File: src/sces_pkg.sv
// Package: register map, field layout, reset values and modes
`default_nettype none
package sces_pkg;
  localparam int DATA_W = 16;
  localparam int CNT_W = 16;
  localparam int DIV_W = 16;
  // Register byte offsets
  localparam logic [7:0] CTRL_OFF = 8'h00;
  localparam logic [7:0] ENCNT_OFF = 8'h04;
  localparam logic [7:0] SWCNT_OFF = 8'h08;
  localparam logic [7:0] DIV_OFF = 8'h0c;
  localparam logic [7:0] STAT_OFF = 8'h10;
  // Control fields
  localparam int CTRL_RUN_BIT = 0;
  localparam int CTRL_POL_BIT = 1;
  localparam int CTRL_RSTEN_BIT = 2;
  localparam int CTRL_TYPE_LSB = 4;
  localparam int CTRL_MT_BIT = 6;
  localparam int CTRL_TOPS_BIT = 7;
  localparam int CTRL_BOTS_BIT = 8;
  // Reset values
  localparam logic [31:0] CTRL_RST = 32'h0000_0003;
  localparam logic [CNT_W-1:0] CNT_RST = 16'h0004;
  localparam logic [DIV_W-1:0] DIV_RST = 16'h0027;
  localparam logic [1:0] RESP_OKAY = 2'h0;
  localparam logic [1:0] RESP_SLVERR = 2'h2;
  typedef enum logic [1:0] {
    TRIG_RISE,
    TRIG_FALL,
    TRIG_EITHER,
    TRIG_NONZERO
  } sces_trig_e;
endpackage
`default_nettype wire

File: src/sces_restart_det.sv
// Restart event detector on a signed restart sample stream
`default_nettype none
module sces_restart_det #(
  parameter int W = 16
) (
  // Clock and reset
  input wire logic mclk_in,
  input wire logic rst_in,
  // Sample enable and mode
  input wire logic smp_en_in,
  input wire logic [1:0] trig_in,
  // Restart sample
  input wire logic signed [W-1:0] val_in,
  // Event, one sample enable wide
  output logic event_out
);
  logic signed [W-1:0] prev_ff, nxt_prev;
  logic rise_z_ff, nxt_rise_z;
  logic fall_z_ff, nxt_fall_z;
  logic hit;
  logic rise, fall, pn, pz, pp, cn, cz, cp;

  always_comb begin
    pn = prev_ff < 0;
    pz = prev_ff == 0;
    pp = prev_ff > 0;
    cn = val_in < 0;
    cz = val_in == 0;
    cp = val_in > 0;
    rise = (pn && !cn) || (pz && cp && !rise_z_ff);
    fall = (pp && !cp) || (pz && cn && !fall_z_ff);
    nxt_prev = prev_ff;
    nxt_rise_z = rise_z_ff;
    nxt_fall_z = fall_z_ff;
    hit = 1'b0;
    if (smp_en_in) begin
      nxt_prev = val_in;
      nxt_rise_z = pn && cz;
      nxt_fall_z = pp && cz;
      unique case (sces_pkg::sces_trig_e'(trig_in))
        sces_pkg::TRIG_RISE: hit = rise;
        sces_pkg::TRIG_FALL: hit = fall;
        sces_pkg::TRIG_EITHER: hit = rise || fall;
        sces_pkg::TRIG_NONZERO: hit = !cz;
      endcase
    end
  end

  always_ff @(posedge mclk_in) begin
    if (rst_in) begin
      prev_ff <= '0;
      rise_z_ff <= 1'b0;
      fall_z_ff <= 1'b0;
    end else begin
      prev_ff <= nxt_prev;
      rise_z_ff <= nxt_rise_z;
      fall_z_ff <= nxt_fall_z;
    end
  end
  // Event shows in the tick cycle, so outside multitask mode a restart lands on that same sample
  assign event_out = hit;
endmodule
`default_nettype wire

File: src/sces_sample_div.sv
// Sample period divider making a one-cycle sample enable
`default_nettype none
module sces_sample_div #(
  parameter int W = 16
) (
  // Clock and reset
  input wire logic mclk_in,
  input wire logic rst_in,
  // Control
  input wire logic run_in,
  input wire logic [W-1:0] div_in,
  // Enable pulse
  output logic tick_out
);
  logic [W-1:0] cnt_ff, nxt_cnt;
  logic tick_ff, nxt_tick;

  always_comb begin
    nxt_cnt = cnt_ff;
    nxt_tick = 1'b0;
    if (!run_in) begin
      nxt_cnt = '0;
    end else if (cnt_ff >= div_in) begin
      nxt_cnt = '0;
      nxt_tick = 1'b1;
    end else begin
      nxt_cnt = cnt_ff + W'(1);
    end
  end

  always_ff @(posedge mclk_in) begin
    if (rst_in) begin
      cnt_ff <= '0;
      tick_ff <= 1'b0;
    end else begin
      cnt_ff <= nxt_cnt;
      tick_ff <= nxt_tick;
    end
  end
  assign tick_out = tick_ff;
endmodule
`default_nettype wire

File: src/sces_top.sv
// Sample count enable and switch with AXI4-Lite registers
// What this block does
// - Enable output is inactive level for first N samples after start/restart
// - From sample N+1 the enable output holds the active level
// - Enable output is one value per sample period
// - Restart event returns the enable counter to its initial state
// - Rising mode: negative to zero or positive is an event
// - Rising mode: zero to positive counts unless continuing a rise
// - Falling mode: positive to zero or negative is an event
// - Falling mode: zero to negative counts unless continuing a fall
// - Either mode: rising or falling condition is an event
// - Non-zero mode: each nonzero restart sample is an event
// - Multitask mode delays applying a restart by one sample
// - Switch passes top input for N samples, then bottom input
// - Switch output rate comes from the one sample divider shared with the enable output
// - Each data input is held between its own sample instants
// - A scalar data input is replicated across all lanes
// - Restart event clears the switch counter to zero
// - Switch changes to bottom input at time Ts times N+1
//
// Our own choices: the address map and the AXI4-Lite slave port.
`default_nettype none
module sces_top #(
  parameter int LANES = 4
) (
  // Clock and reset
  input wire logic mclk_in,
  input wire logic rst_in,
  // AXI4-Lite write address
  input wire logic s_axi_awvalid,
  output logic s_axi_awready,
  input wire logic [7:0] s_axi_awaddr,
  // AXI4-Lite write data
  input wire logic s_axi_wvalid,
  output logic s_axi_wready,
  input wire logic [31:0] s_axi_wdata,
  input wire logic [3:0] s_axi_wstrb,
  // AXI4-Lite write response
  output logic s_axi_bvalid,
  input wire logic s_axi_bready,
  output logic [1:0] s_axi_bresp,
  // AXI4-Lite read address
  input wire logic s_axi_arvalid,
  output logic s_axi_arready,
  input wire logic [7:0] s_axi_araddr,
  // AXI4-Lite read data
  output logic s_axi_rvalid,
  input wire logic s_axi_rready,
  output logic [31:0] s_axi_rdata,
  output logic [1:0] s_axi_rresp,
  // Data inputs with their own sample strobes
  input wire logic [LANES*sces_pkg::DATA_W-1:0] top_data_in,
  input wire logic top_valid_in,
  input wire logic [LANES*sces_pkg::DATA_W-1:0] bot_data_in,
  input wire logic bot_valid_in,
  // Restart sample stream
  input wire logic signed [sces_pkg::DATA_W-1:0] restart_in,
  // Outputs
  output logic enable_out,
  output logic [LANES*sces_pkg::DATA_W-1:0] switch_out,
  output logic sample_out
);
  localparam int DW = sces_pkg::DATA_W;
  localparam int CW = sces_pkg::CNT_W;

  ////////////////////////////////////////////////////////////////////////
  // Registers and bus slave
  logic [31:0] ctrl_ff, nxt_ctrl;
  logic [CW-1:0] en_n_ff, nxt_en_n;
  logic [CW-1:0] sw_n_ff, nxt_sw_n;
  logic [sces_pkg::DIV_W-1:0] div_ff, nxt_div;
  logic aw_ok_ff, nxt_aw_ok;
  logic w_ok_ff, nxt_w_ok;
  logic [7:0] awaddr_ff, nxt_awaddr;
  logic [31:0] wdata_ff, nxt_wdata;
  logic [3:0] wstrb_ff, nxt_wstrb;
  logic bvalid_ff, nxt_bvalid;
  logic [1:0] bresp_ff, nxt_bresp;
  logic rvalid_ff, nxt_rvalid;
  logic [31:0] rdata_ff, nxt_rdata;
  logic [1:0] rresp_ff, nxt_rresp;
  logic wr_go;
  logic [31:0] stat;

  function automatic logic [31:0] merge(input logic [31:0] old,
      input logic [31:0] d, input logic [3:0] be);
    logic [31:0] r;
    r = old;
    for (int i = 0; i < 4; i++) begin
      if (be[i]) begin
        r[i*8 +: 8] = d[i*8 +: 8];
      end
    end
    return r;
  endfunction

  always_comb begin
    nxt_aw_ok = aw_ok_ff;
    nxt_w_ok = w_ok_ff;
    nxt_awaddr = awaddr_ff;
    nxt_wdata = wdata_ff;
    nxt_wstrb = wstrb_ff;
    nxt_bvalid = bvalid_ff;
    nxt_bresp = bresp_ff;
    nxt_rvalid = rvalid_ff;
    nxt_rdata = rdata_ff;
    nxt_rresp = rresp_ff;
    nxt_ctrl = ctrl_ff;
    nxt_en_n = en_n_ff;
    nxt_sw_n = sw_n_ff;
    nxt_div = div_ff;
    if (s_axi_awvalid && !aw_ok_ff && !bvalid_ff) begin
      nxt_aw_ok = 1'b1;
      nxt_awaddr = s_axi_awaddr;
    end
    if (s_axi_wvalid && !w_ok_ff && !bvalid_ff) begin
      nxt_w_ok = 1'b1;
      nxt_wdata = s_axi_wdata;
      nxt_wstrb = s_axi_wstrb;
    end
    wr_go = aw_ok_ff && w_ok_ff && !bvalid_ff;
    if (wr_go) begin
      nxt_aw_ok = 1'b0;
      nxt_w_ok = 1'b0;
      nxt_bvalid = 1'b1;
      nxt_bresp = sces_pkg::RESP_OKAY;
      unique case (awaddr_ff)
        sces_pkg::CTRL_OFF: nxt_ctrl = merge(ctrl_ff, wdata_ff, wstrb_ff);
        sces_pkg::ENCNT_OFF:
          nxt_en_n = CW'(merge(32'(en_n_ff), wdata_ff, wstrb_ff));
        sces_pkg::SWCNT_OFF:
          nxt_sw_n = CW'(merge(32'(sw_n_ff), wdata_ff, wstrb_ff));
        sces_pkg::DIV_OFF: nxt_div =
          sces_pkg::DIV_W'(merge(32'(div_ff), wdata_ff, wstrb_ff));
        sces_pkg::STAT_OFF: nxt_bresp = sces_pkg::RESP_OKAY;
        default: nxt_bresp = sces_pkg::RESP_SLVERR;
      endcase
    end
    if (bvalid_ff && s_axi_bready) begin
      nxt_bvalid = 1'b0;
    end
    if (rvalid_ff && s_axi_rready) begin
      nxt_rvalid = 1'b0;
    end else if (s_axi_arvalid && !rvalid_ff) begin
      nxt_rvalid = 1'b1;
      nxt_rresp = sces_pkg::RESP_OKAY;
      unique case (s_axi_araddr)
        sces_pkg::CTRL_OFF: nxt_rdata = ctrl_ff;
        sces_pkg::ENCNT_OFF: nxt_rdata = 32'(en_n_ff);
        sces_pkg::SWCNT_OFF: nxt_rdata = 32'(sw_n_ff);
        sces_pkg::DIV_OFF: nxt_rdata = 32'(div_ff);
        sces_pkg::STAT_OFF: nxt_rdata = stat;
        default: begin
          nxt_rdata = 32'h0000_0000;
          nxt_rresp = sces_pkg::RESP_SLVERR;
        end
      endcase
    end
  end

  always_ff @(posedge mclk_in) begin
    if (rst_in) begin
      aw_ok_ff <= 1'b0;
      w_ok_ff <= 1'b0;
      awaddr_ff <= '0;
      wdata_ff <= '0;
      wstrb_ff <= '0;
      bvalid_ff <= 1'b0;
      bresp_ff <= sces_pkg::RESP_OKAY;
      rvalid_ff <= 1'b0;
      rdata_ff <= '0;
      rresp_ff <= sces_pkg::RESP_OKAY;
      ctrl_ff <= sces_pkg::CTRL_RST;
      en_n_ff <= sces_pkg::CNT_RST;
      sw_n_ff <= sces_pkg::CNT_RST;
      div_ff <= sces_pkg::DIV_RST;
    end else begin
      aw_ok_ff <= nxt_aw_ok;
      w_ok_ff <= nxt_w_ok;
      awaddr_ff <= nxt_awaddr;
      wdata_ff <= nxt_wdata;
      wstrb_ff <= nxt_wstrb;
      bvalid_ff <= nxt_bvalid;
      bresp_ff <= nxt_bresp;
      rvalid_ff <= nxt_rvalid;
      rdata_ff <= nxt_rdata;
      rresp_ff <= nxt_rresp;
      ctrl_ff <= nxt_ctrl;
      en_n_ff <= nxt_en_n;
      sw_n_ff <= nxt_sw_n;
      div_ff <= nxt_div;
    end
  end

  // Ready only while the slot is empty, so payload is never overwritten
  assign s_axi_awready = !aw_ok_ff && !bvalid_ff;
  assign s_axi_wready = !w_ok_ff && !bvalid_ff;
  assign s_axi_arready = !rvalid_ff;
  assign s_axi_bvalid = bvalid_ff;
  assign s_axi_bresp = bresp_ff;
  assign s_axi_rvalid = rvalid_ff;
  assign s_axi_rdata = rdata_ff;
  assign s_axi_rresp = rresp_ff;

  ////////////////////////////////////////////////////////////////////////
  // Sample enable and restart detection
  logic run, pol, rst_en, mt, top_scalar, bot_scalar;
  logic tick, det_event;
  assign run = ctrl_ff[sces_pkg::CTRL_RUN_BIT];
  assign pol = ctrl_ff[sces_pkg::CTRL_POL_BIT];
  assign rst_en = ctrl_ff[sces_pkg::CTRL_RSTEN_BIT];
  assign mt = ctrl_ff[sces_pkg::CTRL_MT_BIT];
  assign top_scalar = ctrl_ff[sces_pkg::CTRL_TOPS_BIT];
  assign bot_scalar = ctrl_ff[sces_pkg::CTRL_BOTS_BIT];

  sces_sample_div #(.W(sces_pkg::DIV_W)) u_div (
    .mclk_in(mclk_in),
    .rst_in(rst_in),
    .run_in(run),
    .div_in(div_ff),
    .tick_out(tick)
  );

  // Restart stream is sampled once per tick; source rate
  sces_restart_det #(.W(DW)) u_det (
    .mclk_in(mclk_in),
    .rst_in(rst_in),
    .smp_en_in(tick),
    .trig_in(ctrl_ff[sces_pkg::CTRL_TYPE_LSB +: 2]),
    .val_in(restart_in),
    .event_out(det_event)
  );

  ////////////////////////////////////////////////////////////////////////
  // Counters, hold registers and outputs
  logic [CW-1:0] en_cnt_ff, nxt_en_cnt;
  logic [CW-1:0] sw_cnt_ff, nxt_sw_cnt;
  logic pend_ff, nxt_pend;
  logic [LANES*DW-1:0] top_hold_ff, nxt_top_hold;
  logic [LANES*DW-1:0] bot_hold_ff, nxt_bot_hold;
  logic enable_ff, nxt_enable;
  logic [LANES*DW-1:0] sw_out_ff, nxt_sw_out;
  logic smp_ff, nxt_smp;
  logic restart, en_done, sw_done;
  logic [CW-1:0] en_base, sw_base;

  always_comb begin
    // Restart applied on the next tick in multitask mode
    restart = rst_en && (mt ? (pend_ff && tick) : det_event);
    nxt_pend = pend_ff;
    if (tick) begin
      nxt_pend = 1'b0;
    end
    if (det_event && rst_en && mt) begin
      nxt_pend = 1'b1;
    end
    nxt_top_hold = top_hold_ff;
    nxt_bot_hold = bot_hold_ff;
    if (top_valid_in) begin
      nxt_top_hold = top_data_in;
      if (top_scalar) begin
        nxt_top_hold = {LANES{top_data_in[DW-1:0]}};
      end
    end
    if (bot_valid_in) begin
      nxt_bot_hold = bot_data_in;
      if (bot_scalar) begin
        nxt_bot_hold = {LANES{bot_data_in[DW-1:0]}};
      end
    end
    // A restart sample is sample 1 of the new count
    en_base = restart ? '0 : en_cnt_ff;
    sw_base = restart ? '0 : sw_cnt_ff;
    en_done = en_base >= en_n_ff;
    sw_done = sw_base >= sw_n_ff;
    nxt_en_cnt = en_cnt_ff;
    nxt_sw_cnt = sw_cnt_ff;
    nxt_enable = enable_ff;
    nxt_sw_out = sw_out_ff;
    nxt_smp = 1'b0;
    if (!run) begin
      nxt_en_cnt = '0;
      nxt_sw_cnt = '0;
      nxt_enable = !pol;
    end else if (tick) begin
      // Restart only comes with a tick: never a second sample per period
      // Saturate so the count never wraps back to inactive
      nxt_en_cnt = en_done ? en_base : en_base + CW'(1);
      nxt_sw_cnt = sw_done ? sw_base : sw_base + CW'(1);
      nxt_enable = en_done ? pol : !pol;
      nxt_sw_out = sw_done ? bot_hold_ff : top_hold_ff;
      nxt_smp = 1'b1;
    end
  end

  always_ff @(posedge mclk_in) begin
    if (rst_in) begin
      en_cnt_ff <= '0;
      sw_cnt_ff <= '0;
      pend_ff <= 1'b0;
      top_hold_ff <= '0;
      bot_hold_ff <= '0;
      enable_ff <= 1'b0;
      sw_out_ff <= '0;
      smp_ff <= 1'b0;
    end else begin
      en_cnt_ff <= nxt_en_cnt;
      sw_cnt_ff <= nxt_sw_cnt;
      pend_ff <= nxt_pend;
      top_hold_ff <= nxt_top_hold;
      bot_hold_ff <= nxt_bot_hold;
      enable_ff <= nxt_enable;
      sw_out_ff <= nxt_sw_out;
      smp_ff <= nxt_smp;
    end
  end

  assign stat = {sw_cnt_ff, en_cnt_ff[CW-3:0], pend_ff, enable_ff};
  assign enable_out = enable_ff;
  assign switch_out = sw_out_ff;
  assign sample_out = smp_ff;
endmodule
`default_nettype wire

File: config.mk
export PLATFORM = sky130hd
export DESIGN_NAME = sces_top
export DESIGN_NICKNAME = d
export VERILOG_FILES = /design/src/sces_pkg.sv /design/src/sces_restart_det.sv /design/src/sces_sample_div.sv /design/src/sces_top.sv
export SDC_FILE = /design/constraint.sdc
export NUM_CORES = 1
export LEC_CHECK = 0
export ABC_AREA = 1
export BUFFER_PORTS_ARGS = -buffer_cell sky130_fd_sc_hd__clkbuf_2
export CAP_MARGIN = 30
export CORE_ASPECT_RATIO = 1.5
export CORE_MARGIN = 5
export CORE_UTILIZATION = 39
export DETAILED_ROUTE_END_ITERATION = 8
export PLACE_DENSITY_LB_ADDON = 0.15
export SYNTH_ARGS = -nofsm -noshare
export SYNTH_HDL_FRONTEND = slang
export SYNTH_SLANG_ARGS = --single-unit
export TNS_END_PERCENT = 10
File: constraint.sdc
create_clock -name mclk_in -period 4.2 [get_ports mclk_in]
set_clock_uncertainty 0.1 [all_clocks]
set_input_delay 0.84 -clock mclk_in [delete_from_list [all_inputs] [get_ports mclk_in]]
set_output_delay 0.84 -clock mclk_in [all_outputs]
set_load 0.03 [all_outputs]
# --- After elaboration in Yosys (flattened, before gate mapping) ---
# Cells that the tools add are included.
word_totals:
  memories: 0
  elab_cells: 138
  latchBits: 0
  ram_bits: 0
  in_bits: 205
  output_inout_bits: 107
  regBits: 426
  mem_bits_ro: 0
classes:
  n_bitwise: 2
  add_sub_neg: 3
  n_mul: 0
  reduce_logical: 61
  div: 0
  shifts: 0
  n_mux: 20
  eq_ne: 12
  n_lt_le_gt_ge: 7
ops:
  columns: ["cell", "n"]
  rows:
  - ["$mux W64", 3]
  - ["$pmux W32 S5", 1]
  - ["$logic_not A32 Y1", 2]
  - ["$mux W16", 4]
  - ["$add A16 B1 Y16 const B", 3]
  - ["$ge A16 B16 Y1", 3]
  - ["$eq A8 B4 Y1 const B", 4]
  - ["$gt A16 B1 Y1 const B", 2]
  - ["$lt A16 B1 Y1 const B", 2]
  - ["$reduce_and A3 Y1", 10]
  - ["$logic_and A1 B1 Y1", 23]
  - ["$eq A8 B3 Y1 const B", 2]
  - ["$eq A8 B5 Y1 const B", 2]
  - ["$logic_not A8 Y1", 2]
  - ["$logic_not A1 Y1", 10]
  - ["$reduce_or A5 Y1", 2]
  - ["$mux W1", 9]
  - ["$reduce_or A2 Y1", 4]
  - ["$eq A2 B2 Y1 const B", 2]
  - ["$mux W2", 2]
  - ["$pmux W1 S4", 1]
  - ["$reduce_and A2 Y1", 2]
  - ["$logic_or A1 B1 Y1", 3]
  - ["$reduce_or A3 Y1", 1]
  - ["5 further kinds", 6]

# --- Logic depth before layout (Yosys ltp) ---
logic_depth:
  ltp_word: 14
  depth_mapped: 32
  ltp_nobuf: 31

# --- Hierarchy ---
# Synthesis repeated with hierarchy kept, for this count alone.
unflattened:
  cells_unflattened: 2709
  area_unflattened_um2: 19706.4
by_module_without_submodules:
  columns: ["mod", "n_inst", "area_per_inst_um2", "cells_each"]
  rows:
  - ["sces_top", 1, 17704.5, 2425]
  - ["sces_sample_div", 1, 1178.6, 158]
  - ["sces_restart_det", 1, 823.3, 126]

# --- Worst setup path after synthesis ---
# OpenSTA, ideal clock, no wires.
synth_timing:
  path_type: "input to register"
  startpoint: "input restart_in[14] (netlist name)"
  endpoint: "register sw_cnt_ff[14]"
  arrival_ns: 3.812
  setup_slack_ns: 0.173
  path_buffers: 2
  required_time_ns: 3.985
  setup_time_ns: 0.115
  path_stages: 30
  path_cell_list: "nor2_1 > nand2_1 > nor2_1 > nand2_1 > nand2_1 > o21ai_1 > o21bai_2 > nand2_2 > nand3_4 > nand2_4 > buf_4 > buf_2 > nor2_1 > ha_1 > a21oi_1 > o21ai_0 > nand2_1 > o211ai_1 > nand2_1 > nand3_1 > nor2_1 > nand2_1 > inv_1 > nand4_4 > nor2_4 > nand2_2 > nor2_4 > nand3_1 > nand2_1 > nor2_1"
synth_between:
  elab_chain_len: 12
  elab_cells_between_ends: 23
synth_lines:
  columns: ["item", "line_no", "rtl"]
  rows:
  - ["start, declared", "sces_top.sv:57", "input wire logic signed [sces_pkg::DATA_W-1:0] restart_in,"]
  - ["$lt A16 B1 Y1 / $gt A16 B1 Y1 (equally long branches)", "sces_restart_det.sv:27, sces_restart_det.sv:29", null]
  - ["$logic_not A1 Y1 (tied with other cells)", "sces_restart_det.sv:30", "rise = (pn && !cn) || (pz && cp && !rise_z_ff);"]
  - ["$logic_and A1 B1 Y1 (on tied branches)", "sces_restart_det.sv:30, sces_restart_det.sv:31", null]
  - ["$logic_or A1 B1 Y1 (on tied branches)", "sces_restart_det.sv:30, sces_restart_det.sv:31", null]
  - ["$logic_or A1 B1 Y1", "sces_restart_det.sv:43", "sces_pkg::TRIG_EITHER: hit = rise || fall;"]
  - ["$pmux W1 S4 (*)", "sces_restart_det.sv:40", "unique case (sces_pkg::sces_trig_e'(trig_in))"]
  - ["$mux W1 (*)", "sces_restart_det.sv:36", "if (smp_en_in) begin"]
  - ["$mux W1 (*)", "sces_top.sv:249", "restart = rst_en && (mt ? (pend_ff && tick) : det_event);"]
  - ["$logic_and A1 B1 Y1 (*)", "sces_top.sv:249", null]
  - ["$mux W16 (*)", "sces_top.sv:273", "sw_base = restart ? '0 : sw_cnt_ff;"]
  - ["$add A16 B1 Y16 / $ge A16 B16 Y1 (equally long branches)", "sces_top.sv:289, sces_top.sv:275", null]
  - ["$mux W16 (*)", "sces_top.sv:289", "nxt_sw_cnt = sw_done ? sw_base : sw_base + CW'(1);"]
  - ["end signal, assigned", "sces_top.sv:308", "sw_cnt_ff <= nxt_sw_cnt;"]
  - ["end, declared", "sces_top.sv:237", "logic [CW-1:0] sw_cnt_ff, nxt_sw_cnt;"]
# Mark *: on every way between the ends. The rest lies on a longest branch, timed or not.
# A chain may end at the register's enable or synchronous reset.

# --- Worst setup path after layout ---
# Ends and elaborated chain as after synthesis.

==> impl_metrics.tcl <==
set metrics [dict create \
    status "finished, final reports clean" \
    routed_wirelength_normalized_by_instance_count_microns 19.63 \
    netlist_instances 2605 \
    detailedPlacementHpwl_microns 54100 \
    via_count 18650 \
    largest_family_of_logic_cells_by_synthesized_area "compound AO/OA/AOI/OAI gates" \
    final_hold_viol_count 0 \
    crit_top_cell "nand2_1" \
    port_buffers 309 \
    synth_fa_ha_area_share_pct 3.252 \
    die_h_microns 282.0 \
    yosys.area.top_type "dfxtp_1" \
    rr_worst_depth 22 \
    cts-buffers-inserted 44 \
    min_delay_worst_endpoint "bot_hold_ff[15]" \
    grt_pass1_wl_microns 106700 \
    cp-start-kind "input port" \
    syn2layout_area_growth_pct 22.14 \
    required_ns 4.53 \
    ioPinCount 312 \
    rsz0062_at_grt "false" \
    drt.antenna.violating_nets 0 \
    routed_via_density 5.155 \
    post_synth_and_or_nand_nor_area_fraction_pct 16.69 \
    hold_class "reg -> reg" \
    ctsHoldBuffers 0 \
    timing.hold.worst.start "bot_hold_ff[15]" \
    critical_path.n_buffers_inverters 2 \
    timing.reg2reg.setup_slack_ns 0.49 \
    floorplan.die_area_sq_um 53960 \
    synth_seq_area_share_pct 44.12 \
    critical_path_class "in -> reg" \
    critical-path-max-stage-delay_ns 0.27 \
    ys_async_sr_fraction_pct 0 \
    fin_ws_ns 0.4126 \
    ys_top_cells_by_area "dfxtp_1, inv_1, o21ai_0" \
    number_of_synthesized_flops_with_an_enable_pin 0 \
    ys_warn_count 0 \
    row_count 99 \
    timing.rr.start "u_det.prev_ff[12]" \
    place_worst_setup_slack_ns -0.2155 \
    drt_iter0_drc 1138 \
    post-synth-top-count-cell "inv_1" \
    final_min_period_over_clock_period_pct 90.18 \
    drv_slew 0 \
    vias_in_the_first_global_route 18620 \
    period_needed_ns 3.787 \
    post-synth-top-area-fraction_pct 44.12 \
    p_leak_uw 0.01076 \
    critPathCaptureType "flip-flop" \
    report.final.setup_viol 0 \
    max-slew-margin-rel_pct 33.83 \
    pin_count_of_the_biggest_net_entering_global_routing 139 \
    clock_insertion_delay_worst_skew_ns 0.55 \
    vdd_ir_drop_max_v 0.0003079 \
    cts.path.max_buffers 3 \
    postCtsSetupBuffers 0 \
    ys_seq_elements 424 \
    synthesis.area_sq_um 19240 \
    synth-xor-area-share_pct 0.3642 \
    core_region_area_sq_um 48800 \
    endpoint_arrival_time_on_the_critical_path_ns 4.12 \
    cts.reportedPaths.clkPinSlew_ns 0.06 \
    grt_use_total_pct 25.47 \
    clock_sinks 424 \
    remaining_drc_errors 0 \
    max_cap_violations 0 \
    clock_tree.htree_level_count 2 \
    power_density_nw_per_um2 376.1 \
    synth-compound-area-share_pct 23.82 \
    finalWirelength_microns 71010 \
    worstHoldPathCells 2 \
    post_cts_resize_count 0 \
    post_synth_num_cell_types 47 \
    initial_utilization_pct 39.42 \
    tightest_slew_ns 0.9889 \
    detail_route.first_pass.iterations 5 \
    synthesis.area_per_instance_sq_um 7.385 \
    gpl.final_weighted_congestion 0.9294 \
    die_w_microns 191.3 \
    yosys-mux-area-fraction_pct 0 \
    yosys-top-cells-count "inv_1, dfxtp_1, nor2_1, o21ai_0, nand2_1" \
    initial_antenna_violation_count 3 \
    cp_slowest_cell "ha_1" \
    max_clock_freq_ghz 0.2640 \
    totalPowerFinal_uw 8837 \
    cts_root_buf "clkbuf_16" \
    timing.critical_path.fanout_max 17 \
    final_nets 3184 \
    cts_tree "done" \
    global_route.overflow_total 0 \
    timing.critical_path.max_delay_family "simple AND/OR/NAND/NOR gates" \
    yosys_most_used_dff "dfxtp_1" \
    final_layout_size_suffix_gt1_share_pct 18.76 \
    critical_path.reg2reg.endpoint "switch_out[21]" \
]
[kinds of logic after synthesis]
family,count (synthesis)
compound gates,782
flops,424
other cells,1
simple gates,749
fa+ha+maj,50
buf+inv,591
xor+xnor,8
[sequential cells by signal, summed over array words and instances (netlist names), 16 cells and up]
signal / flops
en_cnt_ff: 16
u_det.prev_ff: 16
s_axi_rdata: 32
sw_n_ff: 16
top_hold_ff: 64
div_ff: 16
ctrl_ff: 32
switch_out: 64
sw_cnt_ff: 16
bot_hold_ff: 64
en_n_ff: 16
wdata_ff: 32
u_div.cnt_ff: 16
[where the power goes]
part	switching [uW]	internal, uW	total, uW
logic	472	244	715
registers	75.1	4170	4240
clock network	1640	2230	3880
total	2190	6650	8840
[worst register-to-register path: cells and delay by family (launching register included)]
kind | cells | cell delay [ns]
AND/OR/NAND/NOR | 12 | 1.51
flip-flops | 1 | 0.31
adder cells (fa/ha/maj) | 1 | 0.28
buffers and inverters | 4 | 0.65
AO/OA/AOI/OAI | 5 | 0.75
[layout make-up]
| type | count | area, sq um |
|---|---|---|
| Clock inverter | 10 | 86.33 |
| Clock buffer | 65 | 1323 |
| Sequential cell | 424 | 8491 |
| Fill cell | 5069 | 25310 |
| Timing Repair Buffer | 433 | 2595 |
| Tap cell | 656 | 820.8 |
| Multi-Input combinational cell | 1591 | 8532 |
| Antenna cell | 4 | 10.01 |
| Inverter | 435 | 1640 |
[layout by cell type (no fill, tap or decap), drive strengths merged, types with 14 or more instances in the layout]
| cell type | netlist | final |
|---|---|---|
| clkbuf | 140 | 373 |
| o21a | 50 | 50 |
| dfxtp | 424 | 424 |
| o21ai | 297 | 297 |
| a211oi | 29 | 29 |
| o221ai | 99 | 99 |
| nor2 | 343 | 343 |
| inv | 433 | 434 |
| buf | 16 | 125 |
| ha | 50 | 50 |
| nand3 | 43 | 43 |
| nand2 | 297 | 297 |
| nor3 | 34 | 34 |
| a21oi | 267 | 267 |
| nand4 | 14 | 14 |
[how the worst max path moves through the flow]
stage               depth (start not counted)            from             end
floorplan                                  30  restart_in[14]   sw_cnt_ff[14]
global route                               29  restart_in[15]   sw_cnt_ff[14]
detailed placement                         25  restart_in[14]  switch_out[21]
CTS                                        25  restart_in[14]  switch_out[21]
finish                                     29  restart_in[14]   sw_cnt_ff[14]
global placement                           25  restart_in[14]  switch_out[21]
[routing by layer]
metal	global-route usage [%]	wire length, microns	share of wire [%]	vias up
met2	46.46	36560	51	627
met3	3.951	3897	5.5	162
met4	14.85	4790	6.7	0
met5	0	0	0	-
met1	27.79	25760	36	8631
li1	-	-	-	9230
[stage by stage]
stage	setup TNS, ns	hold WS, ns	cell area (sq um)	instances	utilization, %
4_1_cts	0	0.3441	23450	3613	48.04
2_1_floorplan	0	0.3297	19240	2606	-
5_1_grt	0	0.3528	23490	3614	48.13
6_report	0	0.3576	23500	3618	48.15
3_3_place_gp	-2.309	0.3464	21980	3531	45.03
3_5_place_dp	-8.017	0.3533	22040	3538	45.15
Note: power is estimated with default switching activity, not from simulation.
